**src/rtl/tli_defs.vh**
```
// constants for the table lookup and interpolate datapath
`ifndef TLI_DEFS_VH
`define TLI_DEFS_VH
`define TLI_SIZE_BYTE 2'h0
`define TLI_SIZE_WORD 2'h1
`define TLI_SIZE_LONG 2'h2
`define TLI_OFS_HI    15
`define TLI_OFS_LO    8
`define TLI_FRAC_HI   7
`define TLI_FRAC_LO   0
`define TLI_FRAC_W    8
`define TLI_ST_IDLE   2'h0
`define TLI_ST_FETCH0 2'h1
`define TLI_ST_FETCH1 2'h2
`define TLI_ST_CALC   2'h3
`endif

```
**src/rtl/tli_table_lookup_interpolate.v**
```verilog
// table lookup and linear interpolation execution datapath
`timescale 1ns/1ps
`include "tli_defs.vh"
module tli_table_lookup_interpolate #(
  parameter ADDR_W = 32
) (
  input  wire              core_clk,
  input  wire              resetn,
  input  wire              start,
  input  wire              isSigned,
  input  wire              isRounded,
  input  wire [1:0]        opSize,
  input  wire              usePair,
  input  wire [31:0]       independentVariable,
  input  wire [31:0]       surfaceFraction,
  input  wire [31:0]       pairFirst,
  input  wire [31:0]       pairSecond,
  input  wire [ADDR_W-1:0] tableBase,
  input  wire              memAck,
  input  wire [31:0]       memData,
  output reg               memReq,
  output reg  [ADDR_W-1:0] memAddr,
  output reg  [1:0]        memSize,
  output reg               busy,
  output reg               done,
  output reg  [31:0]       result
);

  // ------------------------------------------------------------
  // helpers
  // ------------------------------------------------------------
  // extend a sized entry to 33 bits
  function [32:0] extendEntry;
    input [31:0] v;
    input [1:0]  sz;
    input        sgn;
    begin
      case (sz)
        `TLI_SIZE_BYTE: extendEntry = {{25{sgn & v[7]}}, v[7:0]};
        `TLI_SIZE_WORD: extendEntry = {{17{sgn & v[15]}}, v[15:0]};
        default:        extendEntry = {sgn & v[31], v};
      endcase
    end
  endfunction

  // byte stride of one entry
  function [ADDR_W-1:0] entryBytes;
    input [1:0] sz;
    begin
      case (sz)
        `TLI_SIZE_BYTE: entryBytes = {{(ADDR_W-1){1'b0}}, 1'b1};
        `TLI_SIZE_WORD: entryBytes = {{(ADDR_W-2){1'b0}}, 2'h2};
        default:        entryBytes = {{(ADDR_W-3){1'b0}}, 3'h4};
      endcase
    end
  endfunction

  // ------------------------------------------------------------
  // state
  // ------------------------------------------------------------
  reg  [1:0]  state;
  reg  [1:0]  next_state;
  reg  [32:0] entryLo;
  reg  [32:0] entryHi;
  reg  [7:0]  frac;
  reg         sgnR;
  reg         rndR;
  reg  [1:0]  sizeR;

  // ------------------------------------------------------------
  // state encoding
  // ------------------------------------------------------------
  localparam [1:0] ST_IDLE   = `TLI_ST_IDLE;
  localparam [1:0] ST_FETCH0 = `TLI_ST_FETCH0;
  localparam [1:0] ST_FETCH1 = `TLI_ST_FETCH1;
  localparam [1:0] ST_CALC   = `TLI_ST_CALC;

  // start is only taken while idle
  wire        takeStart = (state == ST_IDLE) & start;

  wire [7:0]  entryOffset = independentVariable[`TLI_OFS_HI:`TLI_OFS_LO];
  wire [7:0]  entryFrac   = independentVariable[`TLI_FRAC_HI:`TLI_FRAC_LO];
  wire [ADDR_W-1:0] offsetBytes = {{(ADDR_W-8){1'b0}}, entryOffset} * entryBytes(opSize);

  // ------------------------------------------------------------
  // arithmetic
  // ------------------------------------------------------------
  wire signed [33:0] diff    = $signed({entryHi[32], entryHi}) - $signed({entryLo[32], entryLo});
  wire signed [42:0] prod    = diff * $signed({1'b0, frac});
  wire signed [42:0] scaled  = $signed({{2{entryLo[32]}}, entryLo, 8'h00}) + prod;
  wire [7:0]         fracBits = scaled[7:0];
  wire [34:0]        intPart  = scaled[42:8];
  wire               roundUp  = fracBits[7] & ((|fracBits[6:0]) | intPart[0]);
  wire [34:0]        rounded  = intPart + {34'h0, roundUp};
  wire [31:0]        rawOut   = rndR ? rounded[31:0] : scaled[31:0];

  reg  [31:0] sizedOut;
  always @* begin
    case (sizeR)
      `TLI_SIZE_BYTE: sizedOut = {24'h0, rawOut[7:0]};
      `TLI_SIZE_WORD: sizedOut = {16'h0, rawOut[15:0]};
      default:        sizedOut = rawOut;
    endcase
  end

  // ------------------------------------------------------------
  // sequencing
  // ------------------------------------------------------------
  always @* begin
    next_state = state;
    case (state)
      ST_IDLE: begin
        if (start) begin
          next_state = usePair ? ST_CALC : ST_FETCH0;
        end
      end
      ST_FETCH0: begin
        if (memAck) begin
          next_state = ST_FETCH1;
        end
      end
      ST_FETCH1: begin
        if (memAck) begin
          next_state = ST_CALC;
        end
      end
      ST_CALC: next_state = ST_IDLE;
      default: next_state = ST_IDLE;
    endcase
  end

  // ------------------------------------------------------------
  // control
  // ------------------------------------------------------------
  always @(posedge core_clk or negedge resetn) begin
    if (!resetn) begin
      state <= ST_IDLE;
      busy  <= 1'b0;
      done  <= 1'b0;
    end else begin
      state <= next_state;
      done  <= (state == ST_CALC);
      if (takeStart) begin
        busy <= 1'b1;
      end else if (state == ST_CALC) begin
        busy <= 1'b0;
      end
    end
  end

  // ------------------------------------------------------------
  // operand capture
  // ------------------------------------------------------------
  always @(posedge core_clk or negedge resetn) begin
    if (!resetn) begin
      frac  <= 8'h00;
      sgnR  <= 1'b0;
      rndR  <= 1'b0;
      sizeR <= `TLI_SIZE_BYTE;
    end else if (takeStart) begin
      sgnR  <= isSigned;
      rndR  <= isRounded;
      sizeR <= opSize;
      if (usePair) begin
        frac <= surfaceFraction[`TLI_FRAC_HI:`TLI_FRAC_LO];
      end else begin
        frac <= entryFrac;
      end
    end
  end

  // ------------------------------------------------------------
  // endpoints
  // ------------------------------------------------------------
  always @(posedge core_clk or negedge resetn) begin
    if (!resetn) begin
      entryLo <= 33'h0;
      entryHi <= 33'h0;
    end else begin
      case (state)
        ST_IDLE: begin
          if (start && usePair) begin
            entryLo <= extendEntry(pairFirst, opSize, isSigned);
            entryHi <= extendEntry(pairSecond, opSize, isSigned);
          end
        end
        ST_FETCH0: begin
          if (memAck) begin
            entryLo <= extendEntry(memData, sizeR, sgnR);
          end
        end
        ST_FETCH1: begin
          if (memAck) begin
            entryHi <= extendEntry(memData, sizeR, sgnR);
          end
        end
        default: entryLo <= entryLo;
      endcase
    end
  end

  // ------------------------------------------------------------
  // table reads
  // ------------------------------------------------------------
  always @(posedge core_clk or negedge resetn) begin
    if (!resetn) begin
      memReq  <= 1'b0;
      memAddr <= {ADDR_W{1'b0}};
      memSize <= `TLI_SIZE_BYTE;
    end else begin
      case (state)
        ST_IDLE: begin
          if (start && !usePair) begin
            memReq  <= 1'b1;
            memAddr <= tableBase + offsetBytes;
            memSize <= opSize;
          end
        end
        ST_FETCH0: begin
          if (memAck) begin
            memAddr <= memAddr + entryBytes(sizeR);
          end
        end
        ST_FETCH1: begin
          if (memAck) begin
            memReq <= 1'b0;
          end
        end
        default: memReq <= 1'b0;
      endcase
    end
  end

  // ------------------------------------------------------------
  // result
  // ------------------------------------------------------------
  always @(posedge core_clk or negedge resetn) begin
    if (!resetn) begin
      result <= 32'h0;
    end else if (state == ST_CALC) begin
      result <= sizedOut;
    end
  end

endmodule

```
**config.mk**
```make
export PLATFORM = sky130hd
export DESIGN_NAME = tli_table_lookup_interpolate
export DESIGN_NICKNAME = d
export VERILOG_FILES = /design/src/rtl/tli_table_lookup_interpolate.v
export VERILOG_INCLUDE_DIRS = /design/src /design/src/rtl
export SDC_FILE = /design/constraint.sdc
export NUM_CORES = 1
export LEC_CHECK = 0
export ABC_AREA = 0
export BUFFER_PORTS_ARGS = -buffer_cell sky130_fd_sc_hd__buf_2
export CAP_MARGIN = 20
export CORE_ASPECT_RATIO = 1.75
export CORE_UTILIZATION = 35
export DETAILED_ROUTE_END_ITERATION = 7
export GPL_TIMING_DRIVEN = 0
export PLACE_DENSITY_LB_ADDON = 0.15
export SKIP_LAST_GASP = 1
export SLEW_MARGIN = 0
export SYNTH_ARGS = -nofsm -noshare
export SYNTH_HDL_FRONTEND = slang
export SYNTH_SLANG_ARGS = --single-unit
```
**constraint.sdc**
```tcl
create_clock -name core_clk -period 20.6 [get_ports core_clk]
set_clock_uncertainty 0.1 [all_clocks]
set_input_delay 4.12 -clock core_clk [delete_from_list [all_inputs] [get_ports core_clk]]
set_output_delay 4.12 -clock core_clk [all_outputs]
set_load 0.005 [all_outputs]
```
==> run metrics <==
Avg Inst Size Synth=8.658 um2; die area=0.06151 mm2; drt first pass iters=5; worst skew pair latency=470 ps; cell taking the most area after synthesis=fa_1; ranking of synthesized cells by area=fa_1 (24%), dfrtp_1 (18%), ha_1 (8.1%); status=finished clean; crit path DAT=10,300 ps; Area Overhead vs Synth=13.02%; DPL Wire Length=60,630 um; highest-delay cell along the critical path=xnor2_1; Core Area=0.05950 mm2; Synth Flop Type=dfrtp_1; RSZ-0062 raised after global routing=no; gpl congestion=0.9454; # DRC=0; CTS resizes=0; Tightest Pin Transition=1154 ps; ys async rst share=100.0%; Max FO, Critical Path=8; row cnt=118; TritonCTS clock tree=built; YS warnings=0; Min Clock Period, post-route=10,070 ps; fin crit share=48.90%; CP peak stage delay=620 ps; TritonCTS sink count=149; reg2reg start=entryLo[0]; CP Capture Type=register; Post-synth EDFFs=0; final core utilization=40.21%; CP dominant cell by count=fa_1; Slew headroom=22.22%; antenna violations before repair=2; Die Span Y=327.3 um; CTS Hold Buffers Added=0; share of the synthesized area in the top cell type=23.55%; Ant. Diodes=0; Setup CP Type=register to register; Setup crit start kind=register; vias in the first global route=19.77k; fmax=99.27 MHz; Routed Antenna Nets=0; Max Cap Viol=0; CTS max path bufs=2; clk root buf=clkbuf_16; total track usage=23.35%; Die X=187.9 um; # IOs=270; largest net degree at the start of global routing=88; Post CTS Setup Buffer Count=0; drt first-iter violations=746; share of post-route cells with drive strength above 1=12.05%; final hold viol count=0; GRT overflow=0; Cell Count, Final, Fillers Out=3,485; number of I/O port buffers=226; vias per std cell=5.204; via count=18.14k; H-tree depth=4; FILL cells=6,177; WL/cell=20.22 um; Setup TNS Final=0 ps; global-route wire length before repair=109,600 um; CP startpoint=entryLo[0]; Max Slew Vio Count=0; DRT Wirelength=70,450 um; final-stage net count=3,279; Initial Utilization=35.58%; Synth cell types=94; Mapped Area=0.02117 mm2; Final setup viols=0; Yosys reg bits=149; Gate Count Post-Synth=2,445; post-synthesis sequential area ratio=17.61%; number of CTS-inserted buffers=17; Hold Crit Class=register to register; Data required, critical path=20,820 ps; Clock transition at path regs=70 ps; Mapped Nets=3,032; Placed Cells=3,453; hold wc startpoint=entryLo[16]
layout by cell type (no fill, tap or decap), types with 7 or more instances in the layout:
cell and count:
a211oi_1 29, a21o_1 79, a21oi_1 111, a221oi_1 52, a31oi_1 16, and2_1 139
and3_1 31, buf_2 227, clkbuf_1 94, clkbuf_16 17, dfrtp_1 149, fa_1 249
ha_1 137, inv_1 360, mux2_2 12, mux2i_1 45, nand2_1 318, nand2b_1 19
nand3_1 34, nand4_1 14, nor2_1 87, nor2b_1 32, nor3_1 22, o2111ai_1 7
o211ai_1 9, o21a_1 12, o21ai_0 95, o21ai_1 11, o21bai_1 17, o22ai_1 22
or2_2 8, xnor2_1 83, xor2_1 36
final timing paths:
path                                to  slack, ps  depth (start not counted)
max                         result[31]      10530                         33
min                        entryLo[16]        380                          1
max reg2reg                 result[31]      10530                         33
min reg2reg                entryLo[16]        380                          1
max in group asynchronous    result[2]      16040                          2
min in group asynchronous  entryLo[27]       3500                          1
cell type report:
| class | instances | area, um2 | share of cell area [%] |
|---|---|---|---|
| Buffer | 104 | 415.4 | 1.736 |
| Clock buffer | 18 | 439.2 | 1.836 |
| Clock inverter | 14 | 165.2 | 0.6903 |
| Inverter | 360 | 1351 | 5.648 |
| Multi-Input combinational cell | 1832 | 15670 | 65.51 |
| Sequential cell | 149 | 3729 | 15.58 |
| Tap cell | 780 | 975.9 | 4.079 |
| Timing Repair Buffer | 228 | 1176 | 4.916 |
flip-flops by register name (all words and copies together), names as in the netlist, 2 cells and up:
| name | cells |
|---|---|
| entryHi | 33 |
| entryLo | 33 |
| memAddr | 32 |
| result | 32 |
| frac | 8 |
| memSize | 2 |
| sizeR | 2 |
| state | 2 |
kinds of logic after synthesis:
kind of cell / after synthesis / share of synthesized area (%)
AND/OR/NAND/NOR: 742 / 17.30
XOR/XNOR: 123 / 5.260
AO/OA/AOI/OAI: 524 / 17.07
flip-flops: 149 / 17.61
buffers and inverters: 464 / 8.346
multiplexers: 57 / 2.766
adder cells (fa/ha/maj): 386 / 31.64
synth_stat cells (all sizes together), types with 15 or more instances:
cell / number
fa: 249
and2: 143
and3: 32
nor3: 25
a221oi: 52
xnor2: 83
o22ai: 22
xor2: 39
mux2i: 45
inv: 360
nor2b: 32
a21oi: 113
a211oi: 34
a31oi: 16
a21o: 80
o21ai: 109
o21bai: 17
nand2b: 19
nand4: 15
ha: 137
nand3: 34
nor2: 88
nand2: 318
dfrtp: 149
clkbuf: 94
critical path, delay by kind of cell (launching register included):
family	cells	cell delay, ps
AOI/OAI and AO/OA	11	2850
xor gates and xnor gates	3	1270
adders and majority gates	8	3570
buffers and inverters	4	460
DFF	1	460
and+or+nand+nor	7	1210
layer usage:
layer,track usage (%),up-vias,routed length [um]
met5,0,-,0
met4,11.38,0,3339
met3,3.728,139,2879
met2,45.60,492,38480
met1,23.63,8912,25750
li1,-,8594,-
stage by stage:
| step | setup slack [ps] | hold slack (ps) | instance area [um2] |
|---|---|---|---|
| 6_report | 10530 | 379.3 | 23930 |
| 5_1_grt | 9905 | 396.5 | 23930 |
| 4_1_cts | 10520 | 382.9 | 23930 |
| 3_5_place_dp | 10550 | 366.7 | 23320 |
| 3_3_place_gp | 10750 | 362.0 | 23280 |
| 2_1_floorplan | 12320 | 349.8 | 21170 |
Power is left out: the tool's default activity adds up to more than one toggle a clock period on the data nets, which glitch-free logic cannot reach.
